`config.mk`:
```
export PLATFORM = sky130hd
export DESIGN_NAME = auto_fan_speed_loop
export DESIGN_NICKNAME = d
export VERILOG_FILES = /design/src/hw/afsl_pkg.sv /design/src/hw/afsl_fan_channel.sv /design/src/hw/auto_fan_speed_loop.sv
export SDC_FILE = /design/constraint.sdc
export NUM_CORES = 1
export LEC_CHECK = 0
export BUFFER_PORTS_ARGS = -buffer_cell sky130_fd_sc_hd__buf_4
export CAP_MARGIN = 0
export CELL_PAD_IN_SITES_DETAIL_PLACEMENT = 2
export CELL_PAD_IN_SITES_GLOBAL_PLACEMENT = 2
export CORE_MARGIN = 2
export CORE_UTILIZATION = 36
export CTS_CLUSTER_SIZE = 8
export DETAILED_ROUTE_END_ITERATION = 12
export GPL_TIMING_DRIVEN = 0
export PLACE_DENSITY = 0.84
export SLEW_MARGIN = 10
export SYNTH_ARGS = -nofsm -noshare
export SYNTH_HDL_FRONTEND = slang
export SYNTH_HIERARCHICAL = 1
export SYNTH_SLANG_ARGS = --single-unit
```
`constraint.sdc`:
```
create_clock -name ref_clk -period 32.7 [get_ports ref_clk]
set_input_delay 3.27 -clock ref_clk [delete_from_list [all_inputs] [get_ports ref_clk]]
set_output_delay 3.27 -clock ref_clk [all_outputs]
set_load 0.05 [all_outputs]
```
`src/hw/afsl_pkg.sv`:
```
// Package: register map, field positions, reset values and timing constants
package afsl_pkg;
	localparam int        CLK_HZ          = 40000000;
	localparam logic [7:0] REG_CONFIG     = 8'h00;
	localparam logic [7:0] REG_FAN1_CHAR  = 8'h20;
	localparam logic [7:0] REG_FAN2_CHAR  = 8'h21;
	localparam logic [7:0] REG_MIN_DUTY   = 8'h22;
	localparam logic [7:0] REG_LOCAL_THR  = 8'h24;
	localparam logic [7:0] REG_REM1_THR   = 8'h25;
	localparam logic [7:0] REG_REM2_THR   = 8'h26;
	localparam logic [7:0] REG_SW_DUTY    = 8'h30;
	localparam logic [7:0] REG_LOOP_STAT  = 8'h31;
	localparam int         AUTO_BIT       = 7;
	localparam int         SEL_HI         = 6;
	localparam int         SEL_LO         = 5;
	localparam int         SPIN_HI        = 2;
	localparam int         ONT_HI         = 7;
	localparam int         ONT_LO         = 3;
	localparam int         RANGE_HI       = 2;
	localparam logic [7:0] CONFIG_RST     = 8'h80;
	localparam logic [7:0] CHAR_RST       = 8'h1D;
	localparam logic [7:0] MIN_DUTY_RST   = 8'h55;
	localparam logic [7:0] LOCAL_THR_RST  = 8'h40;
	localparam logic [7:0] REM_THR_RST    = 8'h60;
	localparam logic [7:0] SW_DUTY_RST    = 8'h00;
	localparam logic [3:0] FULL_DUTY_CODE = 4'hF;
	localparam int         HYST_DEG       = 5;
	localparam int         ONT_STEP_DEG   = 4;
	localparam int         SPIN_UNIT_MS   = 200;
	localparam int         SPIN_UNIT_CYC  = CLK_HZ / 1000 * SPIN_UNIT_MS;
	localparam int         PWM_SLOTS      = 15;
	localparam int         PWM_SLOT_CYC   = 2048;
	typedef enum logic [1:0] {
		AFSL_OFF  = 2'b00,
		AFSL_SPIN = 2'b01,
		AFSL_RUN  = 2'b11
	} afsl_state_t;
endpackage : afsl_pkg

```
`src/hw/afsl_fan_channel.sv`:
```
// One fan output: start/stop hysteresis, spin-up timer and PWM generator
`timescale 1ns/10ps
`default_nettype none
module afsl_fan_channel
	import afsl_pkg::*;
#(
	parameter int SPIN_UNIT = SPIN_UNIT_CYC,
	parameter int SLOT_CYC  = PWM_SLOT_CYC
) (
	input  wire logic        ref_clk,
	input  wire logic        rst_n,
	input  wire logic        autoMode,
	input  wire logic        wantOn,
	input  wire logic        stayOn,
	input  wire logic [3:0]  loopDuty,
	input  wire logic [3:0]  swDuty,
	input  wire logic [2:0]  spinCode,
	output logic             pwmOut,
	output afsl_pkg::afsl_state_t fanState
);
	// Spin-up length in 200 ms units per code
	function automatic logic [5:0] spin_units(input logic [2:0] c);
		case (c)
			3'h0: spin_units = 6'h01;
			3'h1: spin_units = 6'h02;
			3'h2: spin_units = 6'h03;
			3'h3: spin_units = 6'h04;
			3'h4: spin_units = 6'h05;
			3'h5: spin_units = 6'h0A;
			3'h6: spin_units = 6'h14;
			default: spin_units = 6'h28;
		endcase
	endfunction : spin_units

	logic [31:0] unitCnt;
	logic [5:0]  unitsLeft;
	logic [31:0] slotCnt;
	logic [3:0]  slotIdx;
	logic [3:0]  duty;

	// Start, spin-up and hysteretic stop
	always_ff @(posedge ref_clk or negedge rst_n) begin
		if (!rst_n) begin
			fanState  <= AFSL_OFF;
			unitCnt   <= 32'h0;
			unitsLeft <= 6'h00;
		end else if (!autoMode) begin
			fanState  <= AFSL_OFF;
		end else begin
			case (fanState)
				AFSL_OFF: begin
					if (wantOn) begin
						fanState  <= AFSL_SPIN;
						unitsLeft <= spin_units(spinCode);
						unitCnt   <= 32'h0;
					end
				end
				AFSL_SPIN: begin
					if (!stayOn) begin
						fanState <= AFSL_OFF;
					end else if (unitCnt == 32'(SPIN_UNIT - 1)) begin
						unitCnt <= 32'h0;
						if (unitsLeft == 6'h01) begin
							fanState <= AFSL_RUN;
						end
						unitsLeft <= unitsLeft - 6'h01;
					end else begin
						unitCnt <= unitCnt + 32'h1;
					end
				end
				AFSL_RUN: begin
					if (!stayOn) begin
						fanState <= AFSL_OFF;
					end
				end
				default: fanState <= AFSL_OFF;
			endcase
		end
	end

	// Duty selection by mode and state
	always_comb begin
		if (!autoMode) begin
			duty = swDuty;
		end else if (fanState == AFSL_SPIN) begin
			duty = FULL_DUTY_CODE;
		end else if (fanState == AFSL_RUN) begin
			duty = loopDuty;
		end else begin
			duty = 4'h0;
		end
	end

	// PWM period of fifteen slots
	always_ff @(posedge ref_clk or negedge rst_n) begin
		if (!rst_n) begin
			slotCnt <= 32'h0;
			slotIdx <= 4'h0;
			pwmOut  <= 1'b0;
		end else begin
			if (slotCnt == 32'(SLOT_CYC - 1)) begin
				slotCnt <= 32'h0;
				slotIdx <= (slotIdx == 4'(PWM_SLOTS - 1)) ? 4'h0
				           : slotIdx + 4'h1;
			end else begin
				slotCnt <= slotCnt + 32'h1;
			end
			pwmOut <= (slotIdx < duty);
		end
	end
endmodule : afsl_fan_channel
`default_nettype wire

```
`src/hw/auto_fan_speed_loop.sv`:
```
// Top: Wishbone registers, three control loops, channel selection, two fans
// Function
// - Fan switches on at minimum duty once temperature rises above on-temperature.
// - Starting fan spins up for programmed interval before following the loop.
// - Spin-up time from characteristics bits 2:0, 200 ms to 8 s, default 2 s.
// - Config bit 7 selects automatic mode, set after reset.
// - Select 00: remote 1 drives fan 1, remote 2 drives fan 2.
// - Select 01 both fans from remote 1; 10 both from remote 2.
// - Select 11: local and remotes evaluated apart per fan, largest duty drives each fan.
// - Combining picks highest duty, not highest temperature.
// - Minimum duty code from register 0x22, n fifteenths, default 5.
// - Duty rises one step per tenth of range above on-temperature.
// - At or beyond full-speed temperature the loop saturates at full duty when the minimum code is 5 or more.
// - Running fan stops only 5 degrees below on-temperature.
// - On-temperature is bits 7:3 of threshold register, 4 degree steps.
// - Range is bits 2:0: 5, 10, 20, 40 or 80 degrees.
// - Minimum duty register: fan 1 low nibble, fan 2 high nibble.
`timescale 1ns/10ps
`default_nettype none
module auto_fan_speed_loop
	import afsl_pkg::*;
#(
	parameter int SPIN_UNIT = SPIN_UNIT_CYC,
	parameter int SLOT_CYC  = PWM_SLOT_CYC
) (
	input  wire logic        ref_clk,
	input  wire logic        rst_n,
	input  wire logic        wb_cyc_i,
	input  wire logic        wb_stb_i,
	input  wire logic        wb_we_i,
	input  wire logic [7:0]  wb_adr_i,
	input  wire logic [31:0] wb_dat_i,
	input  wire logic [3:0]  wb_sel_i,
	output logic [31:0]      wb_dat_o,
	output logic             wb_ack_o,
	input  wire logic [7:0]  localTemp,
	input  wire logic [7:0]  remote1Temp,
	input  wire logic [7:0]  remote2Temp,
	output logic             fan1Pwm,
	output logic             fan2Pwm
);
	logic [7:0] fanControlConfig;
	logic [7:0] fan1Characteristics;
	logic [7:0] fan2Characteristics;
	logic [7:0] minDutyConfig;
	logic [7:0] localThr;
	logic [7:0] rem1Thr;
	logic [7:0] rem2Thr;
	logic [7:0] swDutyReg;

	// Degrees per tenth of range, times ten
	function automatic logic [9:0] range_x10(input logic [2:0] c);
		case (c)
			3'h0: range_x10 = 10'd5;
			3'h1: range_x10 = 10'd10;
			3'h2: range_x10 = 10'd20;
			3'h3: range_x10 = 10'd40;
			default: range_x10 = 10'd80;
		endcase
	endfunction : range_x10

	// Loop duty: min plus steps of range/10, saturating at full
	function automatic logic [3:0] loop_duty(input logic [7:0] temp,
			input logic [7:0] thr, input logic [3:0] minCode);
		logic [9:0]  onT;
		logic [13:0] over10;
		logic [13:0] steps;
		logic [14:0] sum;
		onT    = 10'(thr[ONT_HI:ONT_LO]) * 10'(ONT_STEP_DEG);
		over10 = (10'(temp) > onT) ? 14'(10'(temp) - onT) * 14'd10
		         : 14'h0;
		steps  = over10 / 14'(range_x10(thr[RANGE_HI:0]));
		sum    = 15'(steps) + 15'(minCode);
		loop_duty = (sum >= 15'(FULL_DUTY_CODE)) ? FULL_DUTY_CODE
		            : sum[3:0];
	endfunction : loop_duty

	// Above on-temperature
	function automatic logic above_on(input logic [7:0] temp,
			input logic [7:0] thr);
		above_on = 10'(temp) > 10'(thr[ONT_HI:ONT_LO]) * 10'(ONT_STEP_DEG);
	endfunction : above_on

	// Not yet 5 degrees below on-temperature
	function automatic logic hold_on(input logic [7:0] temp,
			input logic [7:0] thr);
		hold_on = 11'(temp) + 11'(HYST_DEG)
		          > 11'(thr[ONT_HI:ONT_LO]) * 11'(ONT_STEP_DEG);
	endfunction : hold_on

	function automatic logic [3:0] max4(input logic [3:0] a,
			input logic [3:0] b);
		max4 = (a > b) ? a : b;
	endfunction : max4

	// Wishbone classic slave, one wait state, single-cycle ack
	logic wbReq;
	assign wbReq = wb_cyc_i && wb_stb_i && !wb_ack_o;

	always_ff @(posedge ref_clk or negedge rst_n) begin
		if (!rst_n) begin
			wb_ack_o <= 1'b0;
		end else begin
			wb_ack_o <= wbReq;
		end
	end

	// Register writes on lane 0
	always_ff @(posedge ref_clk or negedge rst_n) begin
		if (!rst_n) begin
			fanControlConfig    <= CONFIG_RST;
			fan1Characteristics <= CHAR_RST;
			fan2Characteristics <= CHAR_RST;
			minDutyConfig       <= MIN_DUTY_RST;
			localThr            <= LOCAL_THR_RST;
			rem1Thr             <= REM_THR_RST;
			rem2Thr             <= REM_THR_RST;
			swDutyReg           <= SW_DUTY_RST;
		end else if (wbReq && wb_we_i && wb_sel_i[0]) begin
			case (wb_adr_i)
				REG_CONFIG:    fanControlConfig    <= wb_dat_i[7:0];
				REG_FAN1_CHAR: fan1Characteristics <= wb_dat_i[7:0];
				REG_FAN2_CHAR: fan2Characteristics <= wb_dat_i[7:0];
				REG_MIN_DUTY:  minDutyConfig       <= wb_dat_i[7:0];
				REG_LOCAL_THR: localThr            <= wb_dat_i[7:0];
				REG_REM1_THR:  rem1Thr             <= wb_dat_i[7:0];
				REG_REM2_THR:  rem2Thr             <= wb_dat_i[7:0];
				REG_SW_DUTY:   swDutyReg           <= wb_dat_i[7:0];
				default: ;
			endcase
		end
	end

	afsl_state_t fan1State;
	afsl_state_t fan2State;
	logic [3:0]  fan1Duty;
	logic [3:0]  fan2Duty;

	// Read mux, unmapped reads return zero
	always_ff @(posedge ref_clk or negedge rst_n) begin
		if (!rst_n) begin
			wb_dat_o <= 32'h0;
		end else if (wbReq) begin
			case (wb_adr_i)
				REG_CONFIG:    wb_dat_o <= {24'h0, fanControlConfig};
				REG_FAN1_CHAR: wb_dat_o <= {24'h0, fan1Characteristics};
				REG_FAN2_CHAR: wb_dat_o <= {24'h0, fan2Characteristics};
				REG_MIN_DUTY:  wb_dat_o <= {24'h0, minDutyConfig};
				REG_LOCAL_THR: wb_dat_o <= {24'h0, localThr};
				REG_REM1_THR:  wb_dat_o <= {24'h0, rem1Thr};
				REG_REM2_THR:  wb_dat_o <= {24'h0, rem2Thr};
				REG_SW_DUTY:   wb_dat_o <= {24'h0, swDutyReg};
				REG_LOOP_STAT: wb_dat_o <= {16'h0, fan2State, 2'h0,
				                            fan1State, 2'h0,
				                            fan2Duty, fan1Duty};
				default:       wb_dat_o <= 32'h0;
			endcase
		end
	end

	logic       autoMode;
	logic [1:0] chanSel;
	assign autoMode = fanControlConfig[AUTO_BIT];
	assign chanSel  = fanControlConfig[SEL_HI:SEL_LO];

	// Per-loop duty and on/hold flags, per fan minimum codes
	logic [3:0] minF1;
	logic [3:0] minF2;
	assign minF1 = minDutyConfig[3:0];
	assign minF2 = minDutyConfig[7:4];

	logic [3:0] r1F1;
	logic [3:0] r1F2;
	logic [3:0] r2F1;
	logic [3:0] r2F2;
	logic [3:0] lcF1;
	logic [3:0] lcF2;
	assign r1F1 = loop_duty(remote1Temp, rem1Thr, minF1);
	assign r1F2 = loop_duty(remote1Temp, rem1Thr, minF2);
	assign r2F1 = loop_duty(remote2Temp, rem2Thr, minF1);
	assign r2F2 = loop_duty(remote2Temp, rem2Thr, minF2);
	assign lcF1 = loop_duty(localTemp, localThr, minF1);
	assign lcF2 = loop_duty(localTemp, localThr, minF2);

	logic r1On;
	logic r2On;
	logic lcOn;
	logic r1Hold;
	logic r2Hold;
	logic lcHold;
	assign r1On   = above_on(remote1Temp, rem1Thr);
	assign r2On   = above_on(remote2Temp, rem2Thr);
	assign lcOn   = above_on(localTemp, localThr);
	assign r1Hold = hold_on(remote1Temp, rem1Thr);
	assign r2Hold = hold_on(remote2Temp, rem2Thr);
	assign lcHold = hold_on(localTemp, localThr);

	// Each combined loop counts only while its own channel is active
	logic [3:0] r1A1;
	logic [3:0] r2A1;
	logic [3:0] lcA1;
	logic [3:0] r1A2;
	logic [3:0] r2A2;
	logic [3:0] lcA2;
	assign r1A1 = r1Hold ? r1F1 : 4'h0;
	assign r2A1 = r2Hold ? r2F1 : 4'h0;
	assign lcA1 = lcHold ? lcF1 : 4'h0;
	assign r1A2 = r1Hold ? r1F2 : 4'h0;
	assign r2A2 = r2Hold ? r2F2 : 4'h0;
	assign lcA2 = lcHold ? lcF2 : 4'h0;

	// Channel selection per fan
	logic want1;
	logic want2;
	logic stay1;
	logic stay2;
	always_comb begin
		case (chanSel)
			2'b00: begin
				fan1Duty = r1F1;
				fan2Duty = r2F2;
				want1 = r1On;
				want2 = r2On;
				stay1 = r1Hold;
				stay2 = r2Hold;
			end
			2'b01: begin
				fan1Duty = r1F1;
				fan2Duty = r1F2;
				want1 = r1On;
				want2 = r1On;
				stay1 = r1Hold;
				stay2 = r1Hold;
			end
			2'b10: begin
				fan1Duty = r2F1;
				fan2Duty = r2F2;
				want1 = r2On;
				want2 = r2On;
				stay1 = r2Hold;
				stay2 = r2Hold;
			end
			default: begin
				fan1Duty = max4(max4(r1A1, r2A1), lcA1);
				fan2Duty = max4(max4(r1A2, r2A2), lcA2);
				want1 = r1On || r2On || lcOn;
				want2 = want1;
				stay1 = r1Hold || r2Hold || lcHold;
				stay2 = stay1;
			end
		endcase
	end

	// Fan 1 output stage
	afsl_fan_channel #(
		.SPIN_UNIT (SPIN_UNIT),
		.SLOT_CYC  (SLOT_CYC)
	) u_fan1 (
		.ref_clk  (ref_clk),
		.rst_n    (rst_n),
		.autoMode (autoMode),
		.wantOn   (want1),
		.stayOn   (stay1),
		.loopDuty (fan1Duty),
		.swDuty   (swDutyReg[3:0]),
		.spinCode (fan1Characteristics[SPIN_HI:0]),
		.pwmOut   (fan1Pwm),
		.fanState (fan1State)
	);

	// Fan 2 output stage
	afsl_fan_channel #(
		.SPIN_UNIT (SPIN_UNIT),
		.SLOT_CYC  (SLOT_CYC)
	) u_fan2 (
		.ref_clk  (ref_clk),
		.rst_n    (rst_n),
		.autoMode (autoMode),
		.wantOn   (want2),
		.stayOn   (stay2),
		.loopDuty (fan2Duty),
		.swDuty   (swDutyReg[7:4]),
		.spinCode (fan2Characteristics[SPIN_HI:0]),
		.pwmOut   (fan2Pwm),
		.fanState (fan2State)
	);
endmodule : auto_fan_speed_loop
`default_nettype wire

```
==> results of run 1 <==
==> timing repair <==
action / CTS
pin swaps: 218
hold buffers: 0
gates resized for setup: 481
buffers inserted: 262
setup endpoints to repair: 10
==> cell families after synthesis <==
| kind of cell | count (synthesis) | synth area share (%) |
|---|---|---|
| AO/OA/AOI/OAI | 958 | 23.0 |
| XOR/XNOR | 204 | 6.28 |
| adder cells (fa/ha/maj) | 371 | 16.4 |
| buffers and inverters | 259 | 3.89 |
| flip-flops | 231 | 20.2 |
| multiplexers | 169 | 6.51 |
| other | 1 | 0.0131 |
| AND/OR/NAND/NOR | 1329 | 23.6 |
==> metal layers <==
metal / overflow / GRT usage, %
met1: 0 / 75.6
met2: 15 / 89.7
met3: 1 / 67.3
met4: 17 / 77.4
met5: 1 / 50.9
==> metrics by stage <==
stage	setup TNS, ns	util, %
4_1_cts	0	45.1
3_5_place_dp	-65.24	38.9
3_3_place_gp	-55.68	38.7
2_1_floorplan	0	-
==> impl_metrics.json, run 1 <==
{
  "dpl.hpwl_um": 83800,
  "die_h_um": 286,
  "cts_buffers": 34,
  "syn_inst": 3522,
  "syn_area_um2": 28700,
  "synth_edf_count": 0,
  "cts_buffer_depth": 3,
  "synth_top_area_share_pct": 18.6,
  "die_w_um": 286,
  "avgSynthCellArea_um2": 8.15,
  "ys.flop_type": "dfrtp_1",
  "antenna_found_initial": 35,
  "grt_max_degree": 104,
  "status": "aborted with a tool error",
  "dp_slack_ns": -7.64,
  "gp_congestion": 0.833,
  "grt-ovfl-total": 34,
  "numPortBuffers": 60,
  "yosys_register_bits": 231,
  "htreeDepth": 2,
  "crit_endpoint": "u_fan1/pwmOut$_DFF_PN0_/D",
  "worstEndpointType": "register data pin",
  "synth_most_common_cell": "ha_1",
  "initial_utilization_pct": 36.3,
  "ios": 108,
  "cts_root_buf": "clkbuf_16",
  "track_usage_pct": 77.3,
  "ys_types": 111,
  "synth_commonest_cells": "353 x ha_1, 315 x nor2_1, 265 x nand2_1",
  "async_flop_share_pct": 100,
  "clock_sinks": 231,
  "synth-warning-count": 6,
  "dpl-instance-area_um2": 30700,
  "stop_error": "[ERROR GRT-0232] Routing congestion too high. Check the congestion heatmap in the GUI.",
  "synth_area_leader_cell": "dfrtp_1",
  "stop_stage": "global routing (5_1_grt)",
  "rows": 103,
  "seq_area_frac_synth_pct": 20.2,
  "place_inst": 4657,
  "yosys-top-cells-area": "dfrtp_1 19%, ha_1 15%, mux2_2 4.9%, nor2_1 4.1%, o21a_1 3.5%"
}
==> inputs of run 2 (changes only) <==
--- a/config.mk
+++ b/config.mk
@@ -7,14 +7,11 @@
 export LEC_CHECK = 0
 export BUFFER_PORTS_ARGS = -buffer_cell sky130_fd_sc_hd__buf_4
 export CAP_MARGIN = 0
-export CELL_PAD_IN_SITES_DETAIL_PLACEMENT = 2
-export CELL_PAD_IN_SITES_GLOBAL_PLACEMENT = 2
 export CORE_MARGIN = 2
-export CORE_UTILIZATION = 36
-export CTS_CLUSTER_SIZE = 8
+export CORE_UTILIZATION = 40
 export DETAILED_ROUTE_END_ITERATION = 12
 export GPL_TIMING_DRIVEN = 0
-export PLACE_DENSITY = 0.84
+export PLACE_DENSITY_LB_ADDON = 0.15
 export SLEW_MARGIN = 10
 export SYNTH_ARGS = -nofsm -noshare
 export SYNTH_HDL_FRONTEND = slang
==> constraint.sdc (replaced) <==
create_clock -name ref_clk -period 42.5 [get_ports ref_clk]
set_input_delay 4.25 -clock ref_clk [delete_from_list [all_inputs] [get_ports ref_clk]]
set_output_delay 4.25 -clock ref_clk [all_outputs]
set_load 0.05 [all_outputs]
==> run 2 against run 1 <==
  * The run now ends clean
  * Area after synthesis stayed put
  * Synthesized cell count stayed put
==> impl_metrics.json, run 2 <==
{
  "hold_start": "u_fan1/slotCnt[4]",
  "regToRegSetupSlack_ns": 6.08,
  "synth_top_family_by_area": "simple AND/OR/NAND/NOR gates",
  "wl_um": 81900,
  "slowest_stage": "or4_1",
  "core_area_um2": 71200,
  "cts_buffers": 26,
  "grt_max_degree": 111,
  "cp.arrival_ns": 40.04,
  "critPathMaxFanout": 13,
  "synth_top_area_share_pct": 18.6,
  "hold_buffers": 0,
  "path_class": "in2reg",
  "avgViaCountPerCell": 5.79,
  "ios": 108,
  "ant_nets": 0,
  "ys.flop_type": "dfrtp_1",
  "synth-simple-area-share_pct": 23.6,
  "grt-ovfl-total": 0,
  "gp_congestion": 0.907,
  "num-nets-final": 4076,
  "reg2reg_depth": 166,
  "cts_tree": "yes",
  "area_delta_synth_final_pct": 9.90,
  "initial_utilization_pct": 40.3,
  "clock_sinks": 231,
  "crit_path_end_kind": "flop",
  "muxShareOfSynthArea_pct": 6.51,
  "synth_edf_count": 0,
  "relSlewSlack_pct": 29.5,
  "status": "finished clean",
  "fin_area_um2": 31500,
  "drcViolationCount": 0,
  "die_h_um": 272,
  "die_w_um": 272,
  "insertion_delay_ns": 0.57,
  "clk_pin_slew_worst_paths_ns": 0.06,
  "wl_per_cell_um": 17.8,
  "syn_area_um2": 28700,
  "cts_buffer_depth": 3,
  "setup_tns_ns": 0,
  "layout_commonest_cell": "ha_1",
  "synth_xor_area_share_pct": 6.28,
  "mostFrequentLayoutCells": "353 x ha_1, 315 x nor2_1, 265 x nand2_1",
  "yosys_register_bits": 231,
  "synth_commonest_cells": "353 x ha_1, 315 x nor2_1, 265 x nand2_1",
  "maxSlewViolCount": 0,
  "synth_area_leader_cell": "dfrtp_1",
  "nFillCells": 7145,
  "fin_cells": 4608,
  "timing.final.crit_share_pct": 93.2,
  "yosys-top-cells-area": "dfrtp_1 19%, ha_1 15%, mux2_2 4.9%, nor2_1 4.1%, o21a_1 3.5%",
  "fmax_mhz": 25.2,
  "r2r-start": "rem1Thr[6]",
  "drt_iter0_drc": 1916,
  "synth_most_common_cell": "ha_1",
  "critPathRequiredTime_ns": 42.92,
  "fin_crit_ns": 39.62,
  "synthAdderAreaFrac_pct": 16.4,
  "critPathLaunch": "remote1Temp[3]",
  "syn_inst": 3522,
  "vias": 26664,
  "r2r_end": "u_fan1/pwmOut",
  "ys_types": 111,
  "dp_slack_ns": 0.104,
  "cts_root_buf": "clkbuf_16",
  "max_stage_delay_ns": 0.60,
  "worstMarginPinSlew_ns": 1.05,
  "cp-endpoint": "u_fan1/pwmOut",
  "dpl-instance-area_um2": 30500,
  "async_flop_share_pct": 100,
  "cap_violations": 0,
  "dpl.hpwl_um": 64200,
  "synth-warning-count": 6,
  "drive_above_1_share_pct": 11.0,
  "avgSynthCellArea_um2": 8.15,
  "regArea_um2": 5800,
  "antenna_found_initial": 8,
  "fin_ws_ns": 2.88,
  "hold_path.class": "reg2reg",
  "skew_ns": 0.0404,
  "finalSetupViolations": 0,
  "rows": 98,
  "dieArea_um2": 73900,
  "drtPass1Iterations": 6,
  "place_inst": 4555,
  "synth_compound_area_share_pct": 23.0,
  "setup.worst_path.start_class": "primary input",
  "grt_pass1_vias": 24823,
  "numPortBuffers": 60,
  "htreeDepth": 1,
  "grt_pass1_wl_um": 132000,
  "critPathMostFrequentCell": "o21a_1",
  "track_usage_pct": 21.6,
  "hold_viol_final": 0,
  "multiInputGateArea_um2": 21900,
  "seq_area_frac_synth_pct": 20.2
}
==> run 2: cell counts after synthesis <==
Identical to the previous run, type by type.
==> run 2: cell type report <==
cell class                      count  area share, %
Antenna cell                        1        0.00794
Clock buffer                       33           2.27
Tap cell                          950           3.77
Timing Repair Buffer               69           1.80
Buffer                            108           1.76
Sequential cell                   231           18.4
Multi-Input combinational cell   3051           69.6
Clock inverter                     14          0.599
Inverter                          151           1.80
==> run 2: worst min path at each step <==
stage | to | depth (start not counted)
2_1_floorplan | u_fan1/slotCnt[4] | 1
3_3_place_gp | u_fan2/slotCnt[31] | 1
3_5_place_dp | u_fan1/slotCnt[4] | 1
4_1_cts | u_fan2/slotCnt[31] | 1
5_1_grt | u_fan1/slotCnt[8] | 1
6_report | u_fan1/slotCnt[4] | 1
==> run 2: worst max-delay path, delay by kind of cell <==
kind                     cells  cell delay [ns]
buffers and inverters       14             3.10
AO/OA/AOI/OAI               93            19.42
adder cells (fa/ha/maj)     19             5.82
multiplexers                 1             0.07
AND/OR/NAND/NOR             39             7.34
==> run 2: metrics by stage <==
| step | hold slack [ns] | util [%] |
|---|---|---|
| final | 0.473 | 44.3 |
| after global routing | 0.498 | 44.3 |
| after CTS | 0.475 | 44.1 |
| after detailed placement | 0.461 | 42.8 |
| after global placement | 0.459 | 42.7 |
| after floorplan | 0.439 | - |
==> run 2: per-layer routing <==
| layer | GRT usage, % | vias up | wire length (um) |
|---|---|---|---|
| met5 | 0 | - | 56 |
| met4 | 4.45 | 10 | 1710 |
| met3 | 2.88 | 84 | 3840 |
| met2 | 33.6 | 510 | 35300 |
| met1 | 31.8 | 12588 | 41100 |
| li1 | - | 13472 | - |
==> run 2: cells by family after synthesis <==
| group | count (synthesis) |
|---|---|
| buf+inv | 259 |
| simple gates | 1329 |
| other cells | 1 |
| xor+xnor | 204 |
| compound gates | 958 |
| mux | 169 |
| flops | 231 |
| fa+ha+maj | 371 |
==> run 2: repair_timing <==
item / 4_1_cts / 5_1_grt
buffers inserted: 0 / 5
endpoints found under the setup margin: 0 / 10
gates resized for setup: 0 / 28
Power of run 2 is left out: the tool's default activity adds up to more than one toggle a clock period on the data nets, which glitch-free logic cannot reach.
